File: src/include/lamp_pwr_pkg.sv
`default_nettype none
package lamp_pwr_pkg;
  // ==========================================================
  // timing
  localparam int unsigned CLK_PERIOD_NS = 10;
  localparam int unsigned LAMP_ON_DELAY_MS = 100;
  localparam int unsigned MIRROR_HOLD_US = 500;
  // least time rounds up
  localparam int unsigned LAMP_ON_CYCLES_DEF = (LAMP_ON_DELAY_MS * 1000000 + CLK_PERIOD_NS - 1) / CLK_PERIOD_NS;
  // longest-hold reading: exact multiple here, rounding down
  localparam int unsigned MIRROR_HOLD_CYCLES = (MIRROR_HOLD_US * 1000) / CLK_PERIOD_NS;
  localparam int unsigned CNT_W = 24;
  // ==========================================================
  // lamp select codes
  localparam logic [1:0] SEL_NONE = 2'h0;
  localparam logic [1:0] SEL_RED = 2'h1;
  localparam logic [1:0] SEL_GREEN = 2'h2;
  localparam logic [1:0] SEL_BLUE = 2'h3;
  // ==========================================================
  // reset values
  localparam logic [CNT_W-1:0] CNT_RESET = 24'h00_0000;
  localparam logic [2:0] PWM_RESET = 3'h7;
endpackage
`default_nettype wire

File: src/hw/lamp_power_ctrl.sv
`timescale 1ns/100ps
`default_nettype none
module lamp_power_ctrl
  import lamp_pwr_pkg::*;
#(
  parameter int unsigned LAMP_ON_CYCLES = LAMP_ON_CYCLES_DEF
) (
  input wire logic clk,
  input wire logic rst,
  input wire logic lamp_request,
  input wire logic park,
  input wire logic companion_fitted,
  input wire logic sw_lamp_ctrl_en,
  input wire logic seq_running,
  input wire logic [1:0] seq_lamp_select,
  input wire logic [2:0] seq_pwm,
  input wire logic [2:0] cpu_gpio,
  output logic red_pwm_out,
  output logic green_pwm_out,
  output logic blue_pwm_out,
  output logic lamp_select_lsb,
  output logic lamp_select_msb,
  output logic lamp_driver_master_en,
  output logic mirror_supply_en
);
  // ==========================================================
  // state
  typedef struct packed {
    logic [1:0] req_sync;
    logic [1:0] park_sync;
    logic [CNT_W-1:0] on_cnt;
    logic [CNT_W-1:0] hold_cnt;
    logic master_en;
    logic mirror_en;
    logic [1:0] sel;
    logic [2:0] pwm;
    // watch counters, read only by the assertions
    logic [CNT_W-1:0] req_run_cnt;
    logic [CNT_W-1:0] park_low_cnt;
  } state_t;

  localparam state_t STATE_RESET = '{
    req_sync: 2'h0,
    park_sync: 2'h0,
    on_cnt: CNT_RESET,
    hold_cnt: CNT_RESET,
    master_en: 1'h0,
    mirror_en: 1'h0,
    sel: SEL_NONE,
    pwm: PWM_RESET,
    req_run_cnt: CNT_RESET,
    park_low_cnt: CNT_RESET
  };

  state_t s_q;
  state_t s_d;
  logic req_s;
  logic park_s;

  assign req_s = s_q.req_sync[1];
  assign park_s = s_q.park_sync[1];

  always_comb begin
    s_d = s_q;
    // ==========================================================
    // two-flop synchronisers; only the second stage, bit 1, is read by logic
    s_d.req_sync = {s_q.req_sync[0], lamp_request};
    s_d.park_sync = {s_q.park_sync[0], park};
    // ==========================================================
    // lamp driver enable: delay counts only while both are high
    if (!req_s || !park_s) begin
      s_d.on_cnt = CNT_RESET;
      s_d.master_en = 1'b0;
    end else if (s_q.on_cnt >= CNT_W'(LAMP_ON_CYCLES - 1)) begin
      s_d.master_en = 1'b1;
    end else begin
      s_d.on_cnt = CNT_W'(s_q.on_cnt + 1'b1);
    end
    // ==========================================================
    // mirror supply enable with hold after park falls
    if (park_s) begin
      s_d.mirror_en = 1'b1;
      s_d.hold_cnt = CNT_RESET;
    end else if (s_q.mirror_en) begin
      if (s_q.hold_cnt >= CNT_W'(MIRROR_HOLD_CYCLES - 1)) begin
        s_d.mirror_en = 1'b0;
      end else begin
        s_d.hold_cnt = CNT_W'(s_q.hold_cnt + 1'b1);
      end
    end
    // ==========================================================
    // lamp select, one cycle behind the sequencer
    s_d.sel = seq_lamp_select;
    // ==========================================================
    // lamp pwm or plain outputs
    if (companion_fitted) begin
      s_d.pwm = cpu_gpio;
    end else if (!s_q.master_en || !sw_lamp_ctrl_en || !seq_running) begin
      s_d.pwm = PWM_RESET;
    end else begin
      s_d.pwm = seq_pwm;
    end
    // ==========================================================
    // watch counters: saturate so a long run never wraps
    if (req_s && park_s) begin
      if (s_q.req_run_cnt != '1) begin
        s_d.req_run_cnt = CNT_W'(s_q.req_run_cnt + 1'b1);
      end
    end else begin
      s_d.req_run_cnt = CNT_RESET;
    end
    if (!park_s) begin
      if (s_q.park_low_cnt != '1) begin
        s_d.park_low_cnt = CNT_W'(s_q.park_low_cnt + 1'b1);
      end
    end else begin
      s_d.park_low_cnt = CNT_RESET;
    end
  end

  always_ff @(posedge clk) begin
    if (rst) begin
      s_q <= STATE_RESET;
    end else begin
      s_q <= s_d;
    end
  end

  assign red_pwm_out = s_q.pwm[0];
  assign green_pwm_out = s_q.pwm[1];
  assign blue_pwm_out = s_q.pwm[2];
  assign lamp_select_lsb = s_q.sel[0];
  assign lamp_select_msb = s_q.sel[1];
  assign lamp_driver_master_en = s_q.master_en;
  assign mirror_supply_en = s_q.mirror_en;

  // ==========================================================
  // checks
  a_master_drop_fast: assert property (@(posedge clk) disable iff (rst)
    (!req_s || !park_s) |=> !lamp_driver_master_en)
    else $error("master enable not dropped");

  a_master_not_early: assert property (@(posedge clk) disable iff (rst)
    $rose(lamp_driver_master_en) |-> $past(req_s, 2) && $past(park_s, 2))
    else $error("master enable early");

  a_master_min_wait: assert property (@(posedge clk) disable iff (rst)
    lamp_driver_master_en |-> (s_q.req_run_cnt >= CNT_W'(LAMP_ON_CYCLES)))
    else $error("master enable before the delay ran out");

  a_master_on_time: assert property (@(posedge clk) disable iff (rst)
    (s_q.req_run_cnt >= CNT_W'(LAMP_ON_CYCLES)) |-> lamp_driver_master_en)
    else $error("master enable late");

  a_on_count_cap: assert property (@(posedge clk) disable iff (rst)
    s_q.on_cnt < CNT_W'(LAMP_ON_CYCLES))
    else $error("lamp delay counter overran");

  a_master_with_mirror: assert property (@(posedge clk) disable iff (rst)
    lamp_driver_master_en |-> mirror_supply_en)
    else $error("master enable high with mirror supply off");

  a_mirror_on_park: assert property (@(posedge clk) disable iff (rst)
    park_s |=> mirror_supply_en)
    else $error("mirror enable low while parked high");

  a_mirror_rise_park: assert property (@(posedge clk) disable iff (rst)
    $rose(mirror_supply_en) |-> $past(park_s))
    else $error("mirror enable rose without park");

  a_mirror_hold_end: assert property (@(posedge clk) disable iff (rst)
    $fell(mirror_supply_en) |-> !park_s && s_q.hold_cnt == CNT_W'(MIRROR_HOLD_CYCLES - 1))
    else $error("mirror enable fell at wrong time");

  a_mirror_hold_full: assert property (@(posedge clk) disable iff (rst)
    $fell(mirror_supply_en) |-> (s_q.park_low_cnt == CNT_W'(MIRROR_HOLD_CYCLES)))
    else $error("mirror hold not the full time");

  a_mirror_off_late: assert property (@(posedge clk) disable iff (rst)
    (s_q.park_low_cnt >= CNT_W'(MIRROR_HOLD_CYCLES)) |-> !mirror_supply_en)
    else $error("mirror enable held too long");

  a_hold_count_cap: assert property (@(posedge clk) disable iff (rst)
    s_q.hold_cnt < CNT_W'(MIRROR_HOLD_CYCLES))
    else $error("mirror hold counter overran");

  a_pwm_forced_high: assert property (@(posedge clk) disable iff (rst)
    (!companion_fitted && !seq_running) |=> (s_q.pwm == PWM_RESET))
    else $error("pwm not forced high");

  a_pwm_master_off: assert property (@(posedge clk) disable iff (rst)
    (!companion_fitted && !lamp_driver_master_en) |=> (s_q.pwm == PWM_RESET))
    else $error("pwm not high with master enable off");

  a_pwm_sw_off: assert property (@(posedge clk) disable iff (rst)
    (!companion_fitted && !sw_lamp_ctrl_en) |=> (s_q.pwm == PWM_RESET))
    else $error("pwm not high with software control off");

  a_pwm_gpio_mode: assert property (@(posedge clk) disable iff (rst)
    companion_fitted |=> s_q.pwm == $past(cpu_gpio))
    else $error("gpio mode mismatch");

  a_select_follow: assert property (@(posedge clk) disable iff (rst)
    1'b1 |=> {lamp_select_msb, lamp_select_lsb} == $past(seq_lamp_select))
    else $error("select lag wrong");

  a_pwm_pass: assert property (@(posedge clk) disable iff (rst)
    (!companion_fitted && lamp_driver_master_en && sw_lamp_ctrl_en && seq_running)
    |=> {blue_pwm_out, green_pwm_out, red_pwm_out} == $past(seq_pwm))
    else $error("pwm pass wrong");

  a_reset_values: assert property (@(posedge clk) rst |=>
    (s_q.pwm == PWM_RESET && !lamp_driver_master_en && !mirror_supply_en && s_q.sel == SEL_NONE))
    else $error("outputs not at reset values");
endmodule
`default_nettype wire

File: config.mk
export PLATFORM = sky130hd
export DESIGN_NAME = lamp_power_ctrl
export DESIGN_NICKNAME = d
export VERILOG_FILES = /design/src/include/lamp_pwr_pkg.sv /design/src/hw/lamp_power_ctrl.sv
export SDC_FILE = /design/constraint.sdc
export NUM_CORES = 1
export LEC_CHECK = 0
export BUFFER_PORTS_ARGS = -buffer_cell sky130_fd_sc_hd__clkbuf_2
export CORE_ASPECT_RATIO = 1.25
export CORE_MARGIN = 2
export CORE_UTILIZATION = 46
export CTS_CLUSTER_SIZE = 8
export DETAILED_ROUTE_END_ITERATION = 7
export HOLD_SLACK_MARGIN = 0.06
export REMOVE_ABC_BUFFERS = 1
export SYNTH_ARGS = -nofsm -noshare
export SYNTH_HDL_FRONTEND = slang
export SYNTH_SLANG_ARGS = --single-unit
File: constraint.sdc
create_clock -name clk -period 2.4 [get_ports clk]
set_input_delay 0.48 -clock clk [delete_from_list [all_inputs] [get_ports clk]]
set_output_delay 0.48 -clock clk [all_outputs]
set_load 0.03 [all_outputs]
**Word-level counts from Yosys, hierarchy flattened**

Cells that the tools add are included.
W data, S select, Z words.

- Add/subtract/negate cells: 2
- $lt $le $gt $ge: 2
- Mux-type cells: 5
- Bitwise logic cells: 1
- Reduce and logical (&&, ||, !) cells: 11

Operators by type and width:

| cell | number |
|---|---|
| $add A24 B1 Y24 const B | 2 |
| $ge A24 B16 Y1 const B | 1 |
| $ge A24 B24 Y1 const B | 1 |
| $mux W3 | 2 |
| $logic_not A1 Y1 | 5 |
| $reduce_or A2 Y1 | 2 |
| $logic_or A1 B1 Y1 | 3 |
| $mux W1 | 3 |
| $reduce_and A2 Y1 | 1 |
| $not A1 Y1 | 1 |

- Bits in registers: 59
- Input port bits: 15
- Output and inout bits: 7
- Word-level logic and storage cells: 29

**Depth between registers and ports, before layout**

Gate-level depths: netlist (run 1).

- Depth after elaboration: 5
- Gate-level depth with buffers: 8
- Mapped depth without buffers: 6

**Least setup slack after synthesis (run 1)**

OpenSTA, ideal clock, no wires.

- Path type: register to register
- Start point: reg s_q[79] (netlist name)
- End point: reg s_q[93] (netlist name)
- Library setup time: 70 ps
- Data arrival time: 1953 ps
- Data required time: 2330 ps
- Slack: 377 ps
- Cell stages (with the launch flop): 8
- Buffers on the path: 1
- Clock period less this slack: 2023 ps
- Path through: dfxtp_1 ha_1 nand2_1 or3_4 or2_0 buf_2 or4_1 a21oi_1

- Cells in the longest elaborated chain, start to end: 1
- Elaborated cells between the ends (all ways): 2
- Those cells by class: add/sub (1); order compare (1)

RTL lines:

| element | RTL line | source |
|---|---|---|
| start: declaration | lamp_power_ctrl.sv:55 | `state_t s_q;` |
| start signal: assignment | lamp_power_ctrl.sv:123 | `s_q <= STATE_RESET;` |
| start signal: assignment | lamp_power_ctrl.sv:125 | `s_q <= s_d;` |
| $add A24 B1 Y24 / $ge A24 B24 Y1 (equally long branches) | lamp_power_ctrl.sv:77, lamp_power_ctrl.sv:74 |  |

Several ways; a longest one is shown, not always the timed one.
A chain may end at the register's enable or synchronous reset.

**Worst setup path after layout (run 1)**

Ends and elaborated chain as after synthesis.

==> impl_metrics.env, run 1 <==
export IMPL_status="finished clean"
export IMPL_hp_class="primary input to flop"
export IMPL_r2r_start="s_q[79]"
export IMPL_grt_max_degree=25
export IMPL_hpwl_um=3990
export IMPL_power_net_switching_uw=441
export IMPL_worstPathCellList="ha_1 > nand2_1 > or3_4 > or2_0 > or4_1 > a21oi_1"
export IMPL_cts_setup_buffers=0
export IMPL_cp_buffers_inverters=0
export IMPL_syn_cell_area_mm2=0.00274
export IMPL_worstPathRequired_ns=2.66
export IMPL_use_met2_pct=32.0
export IMPL_cap_violations=0
export IMPL_slew_headroom_pct=60.1
export IMPL_holdBufCountCts=0
export IMPL_reg2reg_to="s_q[93]"
export IMPL_post_drt_wl_per_cell_um=13.7
export IMPL_overflow=0
export IMPL_row_count=31
export IMPL_ys_warn_count=0
export IMPL_clk_pin_slew_worst_paths_ns=0.07
export IMPL_grtUsageMet1_pct=23.6
export IMPL_final_antenna_net_count=0
export IMPL_setup_ws_ns=0.205
export IMPL_syn_area_per_cell_um2=8.52
export IMPL_synth_cells=321
export IMPL_io_buffers=21
export IMPL_pwr_share_comb_pct=2.7
export IMPL_synth_cell_types=52
export IMPL_crit_slowest_cell="or4_1"
export IMPL_power_mw=2.17
export IMPL_hold_path_cell_count=2
export IMPL_ys_ff_latch=59
export IMPL_clk_latency_ns=0.33
export IMPL_final_common_cell="dfxtp_1"
export IMPL_fp_dieW_um=73.0
export IMPL_final_util_pct=54.3
export IMPL_fin_cells=415
export IMPL_core_mm2=0.00578
export IMPL_gr_usage_all_layers_pct=19.6
export IMPL_clockBufferDepth=2
export IMPL_cp_end_kind="flop"
export IMPL_synthArstFlopShare_pct=0
export IMPL_max_slew_worst_pin_slew_ns=0.597
export IMPL_ioPinCount=22
export IMPL_diodes=0
export IMPL_rr_worst_depth=6
export IMPL_ys_seq_area_share_pct=43.2
export IMPL_setup_viol=0
export IMPL_drtIter0Drc=117
export IMPL_min_from="seq_lamp_select[0]"
export IMPL_vdd_ir_drop_max_mv=0.290
export IMPL_gp_congestion=0.837
export IMPL_path_max_fanout=8
export IMPL_grt_use_met3_pct=5.83
export IMPL_placed_cells=399
export IMPL_rrSetupSlack_ns=0.20
export IMPL_setup_worst_path_start_class="flop"
export IMPL_cpLargestDelayFamily="simple AND/OR/NAND/NOR gates"
export IMPL_rsz0062_at_grt="no"
export IMPL_pre_cts_ws_ns=0.245
export IMPL_clkPwrFrac_pct=51.7
export IMPL_maxSlewViolCount=0
export IMPL_fmax_mhz=456
export IMPL_switching_share_pct=20.3
export IMPL_busiest_layer="met2"
export IMPL_final_net_count=361
export IMPL_powerDensity_mw_per_mm2=691
export IMPL_die_h_um=90.2
export IMPL_cts_sinks=59
export IMPL_skew_ns=0.00609
export IMPL_antenna_found_initial=0
export IMPL_arrival_ns=2.46
export IMPL_nFillCells=536
export IMPL_cts_resized=0
export IMPL_synthFlopType="dfxtp_1"
export IMPL_grt_pass1_vias=2307
export IMPL_avgViaCountPerCell=5.72
export IMPL_grt_pass1_wl_um=10300
export IMPL_layout_drive_gt1_share_pct=15.8
export IMPL_finalSetupTns_ns=0
export IMPL_seqPwrFrac_pct=45.7
export IMPL_final_cell_mix="dfxtp_1 (59), a21oi_1 (32), nand2_1 (22), clkbuf_2 (21), o21ai_0 (18)"
export IMPL_synth_edf_count=0
export IMPL_cts_tree="built"
export IMPL_slowest_delay_ns=0.50
export IMPL_p_leak_nw=1.03
export IMPL_numCtsBuffers=9
export IMPL_wl_um=5670
export IMPL_critical_path_class="flop to flop"
export IMPL_start_util_pct=47.3
export IMPL_vias=2373
export IMPL_worstHoldEndpoint="lamp_select_lsb"
export IMPL_drt_pass1_iterations=4
export IMPL_area_growth_pct=14.8
export IMPL_drc=0
export IMPL_fin_crit_ns=2.20
export IMPL_min_period_over_period_pct=91.5
export IMPL_die_area_mm2=0.00658
export IMPL_htree_levels=3
export IMPL_hold_violations=0
export IMPL_p_int_mw=1.73
export IMPL_cts_root_buf="clkbuf_8"
-- power by group through the flow --
stage,combinational [mW],clock (mW),sequential (mW)
2_1_floorplan,0.0228,0,1.02
3_3_place_gp,0.0586,0,1.01
3_5_place_dp,0.0589,0,1.01
4_1_cts,0.0590,1.16,0.991
5_1_grt,0.0649,1.20,0.991
6_report,0.0578,1.12,0.991
-- sequential cells by signal (all words and copies together) (netlist names) --
| signal | flops |
|---|---|
| lamp_select_lsb | 1 |
| s_d | 2 |
| s_q | 48 |
| lamp_driver_master_en | 1 |
| red_pwm_out | 1 |
| green_pwm_out | 1 |
| park_s | 1 |
| req_s | 1 |
| blue_pwm_out | 1 |
| mirror_supply_en | 1 |
| lamp_select_msb | 1 |
-- cells in the mapped netlist (all sizes together), types with 2 or more instances --
cell     instances  share of area (%)
dfxtp           59                 43
a21oi           32                5.9
nand2           23                3.2
o21ai           18                3.3
or3             17                4.1
nand3           16                2.9
nor2            15                2.1
o31ai           15                4.1
or4             15                4.1
nand4           12                3.0
inv             10                1.4
and2             9                2.1
nor3             9                1.8
clkbuf           8                1.1
nor2b            7                1.6
and3             6                1.4
nor4             6                1.6
buf              5                1.1
and4             4                1.3
nand2b           3               0.69
o22ai            3               0.69
or2              3               0.69
a21o             2               0.55
ha               2               0.91
mux2i            2               0.73
o2111ai          2               0.87
o211ai           2               0.55
o21a             2               0.55
o31a             2               0.64
-- layer usage --
layer | share of wire (%) | wire (um)
met5 | 0 | 0
met2 | 51 | 2910
met1 | 45 | 2540
met3 | 2.4 | 134
met4 | 1.5 | 84
-- stage by stage --
step | instance area [um^2] | hold slack, ns
after floorplan | 2670 | 0.414
after global placement | 2890 | 0.422
after detailed placement | 2890 | 0.425
after CTS | 3140 | 0.332
after global routing | 3140 | 0.334
final | 3140 | 0.355
-- cell type report --
| class | instances | area [um^2] | share of cell area (%) |
|---|---|---|---|
| timing repair buffer | 26 | 143 | 4.54 |
| inverter | 10 | 37.5 | 1.20 |
| tap | 66 | 82.6 | 2.63 |
| sequential | 59 | 1180 | 37.6 |
| multi-input combinational | 238 | 1450 | 46.1 |
| clock inverter | 6 | 111 | 3.55 |
| clock buffer | 10 | 138 | 4.38 |
-- logic make-up after synthesis --
logic type,Yosys count,share of synthesized area (%)
xor+xnor,2,0.641
mux,2,0.732
flops,59,43.2
compound gates,85,19.3
simple gates,147,31.3
buf+inv,24,3.93
fa+ha+maj,2,0.915
-- worst max-delay path by stage --
stage	startpoint	endpoint	cells past startpoint
2_1_floorplan	s_q[55]	mirror_supply_en	6
3_3_place_gp	s_q[79]	s_q[93]	6
3_5_place_dp	s_q[79]	s_q[93]	6
4_1_cts	s_q[79]	s_q[95]	6
5_1_grt	s_q[79]	s_q[95]	6
6_report	s_q[79]	s_q[93]	6
Power figures use the tool's default switching activity.
==> inputs of run 2 (changes only) <==
--- a/config.mk
+++ b/config.mk
@@ -7,11 +7,12 @@
 export LEC_CHECK = 0
 export BUFFER_PORTS_ARGS = -buffer_cell sky130_fd_sc_hd__clkbuf_2
 export CORE_ASPECT_RATIO = 1.25
-export CORE_MARGIN = 2
-export CORE_UTILIZATION = 46
+export CORE_MARGIN = 5
+export CORE_UTILIZATION = 59
 export CTS_CLUSTER_SIZE = 8
 export DETAILED_ROUTE_END_ITERATION = 7
 export HOLD_SLACK_MARGIN = 0.06
+export PLACE_DENSITY = 0.75
 export REMOVE_ABC_BUFFERS = 1
 export SYNTH_ARGS = -nofsm -noshare
 export SYNTH_HDL_FRONTEND = slang
==> run 2 against run 1 <==
Combinational power barely moved. Final cell count shrank 2.2%. Sequential power barely moved. Clock skew up 0.0034 ns. Final area decreased by 1.1%. Critical path depth is the same. Hold slack gained 0.0017 ns. Non-clock buffer count did not move. Routed wire length rose by 1.9%. Count of clock-buffer cells in the layout rose by 1. Critical endpoint unchanged. Largest power group unchanged.
==> impl_metrics.env, run 2 (synthesized netlist as in run 1, its figures left out) <==
export IMPL_status="finished clean"
export IMPL_worstPathCellList="ha_1 > nand2_1 > or3_4 > or2_0 > or4_1 > a21oi_1"
export IMPL_holdBufCountCts=0
export IMPL_critical_path_class="flop to flop"
export IMPL_gr_usage_all_layers_pct=20.4
export IMPL_hold_violations=0
export IMPL_drtIter0Drc=87
export IMPL_fmax_mhz=453
export IMPL_numCtsBuffers=9
export IMPL_diodes=0
export IMPL_setup_ws_ns=0.191
export IMPL_overflow=0
export IMPL_post_drt_wl_per_cell_um=14.2
export IMPL_cap_violations=0
export IMPL_cts_tree="built"
export IMPL_fin_cells=406
export IMPL_area_growth_pct=13.5
export IMPL_clockBufferDepth=2
export IMPL_hpwl_um=4080
export IMPL_start_util_pct=61.3
export IMPL_drt_pass1_iterations=4
export IMPL_final_cell_mix="dfxtp_1 (59), a21oi_1 (32), nand2_1 (22), clkbuf_2 (21), o21ai_0 (18)"
export IMPL_arrival_ns=2.47
export IMPL_p_leak_nw=1.02
export IMPL_slowest_delay_ns=0.51
export IMPL_die_area_mm2=0.00611
export IMPL_die_h_um=86.1
export IMPL_final_antenna_net_count=0
export IMPL_largest_reg_flops=48
export IMPL_ioPinCount=22
export IMPL_nFillCells=377
export IMPL_r2r_start="s_q[79]"
export IMPL_vias=2420
export IMPL_cp_end_kind="flop"
export IMPL_htree_levels=3
export IMPL_grt_use_met3_pct=6.57
export IMPL_rrSetupSlack_ns=0.19
export IMPL_row_count=27
export IMPL_grt_max_degree=25
export IMPL_vdd_ir_drop_max_mv=0.464
export IMPL_slew_headroom_pct=58.2
export IMPL_fin_crit_ns=2.21
export IMPL_drc=0
export IMPL_setup_viol=0
export IMPL_finish_instance_area_mm2=0.00311
export IMPL_startpoint="s_q[79]"
export IMPL_layout_drive_gt1_share_pct=15.5
export IMPL_final_util_pct=69.6
export IMPL_path_max_fanout=8
export IMPL_rr_worst_depth=6
export IMPL_use_met2_pct=35.4
export IMPL_clk_latency_ns=0.33
export IMPL_cts_setup_buffers=0
export IMPL_worstPathRequired_ns=2.66
export IMPL_place_area_mm2=0.00288
export IMPL_cts_sinks=59
export IMPL_reg2reg_to="s_q[93]"
export IMPL_hp_class="primary input to flop"
export IMPL_core_mm2=0.00446
export IMPL_crit_slowest_cell="or4_1"
export IMPL_final_common_cell="dfxtp_1"
export IMPL_grtUsageMet1_pct=21.8
export IMPL_regMostFlops="s_q"
export IMPL_final_net_count=361
export IMPL_max_slew_worst_pin_slew_ns=0.625
export IMPL_min_from="park"
export IMPL_finalSetupTns_ns=0
export IMPL_setup_worst_path_start_class="flop"
export IMPL_fp_dieW_um=70.9
export IMPL_gp_congestion=0.888
export IMPL_wl_um=5780
export IMPL_min_period_over_period_pct=92.0
export IMPL_avgViaCountPerCell=5.96
export IMPL_io_buffers=21
export IMPL_maxSlewViolCount=0
export IMPL_skew_ns=0.00946
export IMPL_grt_pass1_wl_um=9920
export IMPL_cts_resized=0
export IMPL_rsz0062_at_grt="no"
export IMPL_placed_cells=391
export IMPL_grt_pass1_vias=2262
export IMPL_power_mw=2.07
export IMPL_cts_root_buf="clkbuf_8"
export IMPL_clk_pin_slew_worst_paths_ns=0.07
export IMPL_worstHoldEndpoint="s_d[104]"
export IMPL_pre_cts_ws_ns=0.253
export IMPL_holdWs_ns=0.357
export IMPL_hold_path_cell_count=2
export IMPL_busiest_layer="met2"
export IMPL_powerDensity_mw_per_mm2=667
export IMPL_antenna_found_initial=0
run 2: cell types whose count changed in the layout (fill, tap and decap cells not counted), sizes merged:
cell and change:
clkinv +1, inv -1, clkbuf +1, clkinvlp -1
bufinv -1
run 2: where the power goes:
group | leakage, nW | switching, mW | internal, mW
registers | 0.477 | 0.00378 | 0.988
logic | 0.430 | 0.0356 | 0.0224
clock network | 0.115 | 0.385 | 0.635
run 2: critical path: cells and delay by family (launching register included):
family | cells | cell delay [ns]
AOI/OAI and AO/OA | 1 | 0.16
DFF | 1 | 0.39
and+or+nand+nor | 4 | 1.36
adders and majority gates | 1 | 0.24
run 2: worst max path at each step:
stage | end | slack (ns)
floorplan | mirror_supply_en | 0.12
global placement | s_q[95] | 0.31
detailed placement | s_q[93] | 0.25
CTS | s_q[93] | 0.21
global route | s_q[93] | 0.05
finish | s_q[93] | 0.19
run 2: cell type report:
| type | instances | area, um^2 | area share (%) |
|---|---|---|---|
| Clock inverter | 4 | 73.8 | 2.38 |
| Timing Repair Buffer | 26 | 143 | 4.59 |
| Tap cell | 58 | 72.6 | 2.34 |
| Multi-Input combinational cell | 238 | 1450 | 46.6 |
| Sequential cell | 59 | 1180 | 38.0 |
| Clock buffer | 11 | 151 | 4.88 |
| Inverter | 10 | 37.5 | 1.21 |
run 2: metal layers:
layer  wire length [um]  vias up
met5                  0        -
met4                155        0
met3                164       15
met2               3010       33
li1                   -     1249
met1               2450     1123
==> inputs of run 3 (changes only) <==
--- a/config.mk
+++ b/config.mk
@@ -12,6 +12,7 @@
 export CTS_CLUSTER_SIZE = 8
 export DETAILED_ROUTE_END_ITERATION = 7
 export HOLD_SLACK_MARGIN = 0.06
+export MAX_ROUTING_LAYER = met4
 export PLACE_DENSITY = 0.75
 export REMOVE_ABC_BUFFERS = 1
 export SYNTH_ARGS = -nofsm -noshare
==> run 3 against run 2 <==
Worst setup slack better by 0.0043 ns. Maximum frequency grew 0.19%. Non-clock buffer count is the same. Via count up 0.91%. Sequential power about the same. Die area is the same. Hold slack got worse by 0.0013 ns. Final cell count unchanged. Clock skew hardly changed. Global-route usage increased by 0.59 points. Combinational power hardly changed. Critical path type unchanged. Count of clock-buffer cells in the layout did not move.
==> impl_metrics.env, run 3 (synthesized netlist as in run 1, its figures left out) <==
export IMPL_status="finished clean"
export IMPL_row_count=27
export IMPL_drtIter0Drc=91
export IMPL_slew_headroom_pct=58.2
export IMPL_cts_tree="built"
export IMPL_place_area_mm2=0.00288
export IMPL_io_buffers=21
export IMPL_regMostFlops="s_q"
export IMPL_area_growth_pct=13.5
export IMPL_post_drt_wl_per_cell_um=14.3
export IMPL_holdWs_ns=0.356
export IMPL_die_area_mm2=0.00611
export IMPL_arrival_ns=2.47
export IMPL_cap_violations=0
export IMPL_cts_root_buf="clkbuf_8"
export IMPL_cts_sinks=59
export IMPL_path_max_fanout=8
export IMPL_p_leak_nw=1.02
export IMPL_grt_pass1_vias=2267
export IMPL_powerDensity_mw_per_mm2=667
export IMPL_numCtsBuffers=9
export IMPL_diodes=0
export IMPL_seqPwrFrac_pct=47.9
export IMPL_vdd_ir_drop_max_mv=0.465
export IMPL_ioPinCount=22
export IMPL_fin_crit_ns=2.20
export IMPL_drt_pass1_iterations=4
export IMPL_clockBufferDepth=2
export IMPL_gr_usage_all_layers_pct=21.0
export IMPL_p_int_mw=1.65
export IMPL_wl_um=5790
export IMPL_max_slew_worst_pin_slew_ns=0.625
export IMPL_grt_pass1_wl_um=9920
export IMPL_clk_pin_slew_worst_paths_ns=0.07
export IMPL_largest_reg_flops=48
export IMPL_overflow=0
export IMPL_skew_ns=0.00921
export IMPL_grt_max_degree=25
export IMPL_rsz0062_at_grt="no"
export IMPL_min_period_over_period_pct=91.8
export IMPL_pwr_share_comb_pct=2.8
export IMPL_worstPathRequired_ns=2.67
export IMPL_fp_dieW_um=70.9
export IMPL_hpwl_um=4080
export IMPL_final_cell_mix="dfxtp_1 (59), a21oi_1 (32), nand2_1 (22), clkbuf_2 (21), o21ai_0 (18)"
export IMPL_clk_latency_ns=0.34
export IMPL_holdBufCountCts=0
export IMPL_vias=2442
export IMPL_hold_violations=0
export IMPL_final_antenna_net_count=0
export IMPL_maxSlewViolCount=0
export IMPL_htree_levels=3
export IMPL_hp_class="primary input to flop"
export IMPL_nFillCells=377
export IMPL_power_net_switching_uw=426
export IMPL_fmax_mhz=454
export IMPL_finish_instance_area_mm2=0.00311
export IMPL_finalSetupTns_ns=0
export IMPL_layout_drive_gt1_share_pct=15.5
export IMPL_final_net_count=361
export IMPL_final_common_cell="dfxtp_1"
export IMPL_start_util_pct=61.3
export IMPL_gp_congestion=0.903
export IMPL_cp_end_kind="flop"
export IMPL_avgViaCountPerCell=6.01
export IMPL_drc=0
export IMPL_cts_resized=0
export IMPL_critical_path_class="flop to flop"
export IMPL_antenna_found_initial=0
export IMPL_setup_viol=0
export IMPL_clkPwrFrac_pct=49.3
export IMPL_die_h_um=86.1
export IMPL_cts_setup_buffers=0
export IMPL_core_mm2=0.00446
export IMPL_switching_share_pct=20.6
export IMPL_setup_worst_path_start_class="flop"
## run 3: cell counts in the layout (fill, tap and decap cells not counted)
No cell type changed its count.
## run 3: worst paths after layout
check | depth (start not counted) | slack (ns) | startpoint | to
max | 6 | 0.20 | s_q[79] | s_q[93]
max reg2reg | 6 | 0.20 | s_q[79] | s_q[93]
min | 2 | 0.36 | park | s_d[104]
min reg2reg | 1 | 0.45 | s_d[104] | park_s
## run 3: through the flow
stage / utilization (%) / setup slack, ns / cells / total power [mW]
final: 69.6 / 0.196 / 406 / 2.07
after global routing: 69.6 / 0.0470 / 406 / 2.15
after CTS: 69.6 / 0.213 / 406 / 2.10
after detailed placement: 64.6 / 0.253 / 391 / 1.07
after global placement: 64.6 / 0.308 / 391 / 1.07
after floorplan: - / 0.120 / 307 / 1.05
## run 3: final cells by class
class,count,area [um^2],share of cell area (%)
inverter,10,37.5,1.21
clock inverter,4,73.8,2.38
multi-input combinational,238,1450,46.6
timing repair buffer,26,143,4.59
clock buffer,11,151,4.88
sequential,59,1180,38.0
tap,58,72.6,2.34
## run 3: worst max-delay path, stage by stage, from the launching register on
cell     delay (ns)
dfxtp_1        0.39
ha_1           0.24
nand2_1        0.11
or3_4          0.39
or2_0          0.35
or4_1          0.51
a21oi_1        0.16
## run 3: power by group through the flow
| stage | sequential, mW | combinational, mW | clock [mW] |
|---|---|---|---|
| floorplan | 1.02 | 0.0228 | 0 |
| global placement | 1.01 | 0.0574 | 0 |
| detailed placement | 1.01 | 0.0591 | 0 |
| CTS | 0.992 | 0.0592 | 1.05 |
| global route | 0.992 | 0.0642 | 1.10 |
| finish | 0.992 | 0.0581 | 1.02 |
## run 3: metal layers
metal  vias to the layer above  share of wire, %  track usage, %
met3                        16               2.9            6.57
li1                       1251                 -               -
met4                         0               2.7            10.8
met1                      1138                42            21.8
met5                         -                 0               -
met2                        37                52            35.4
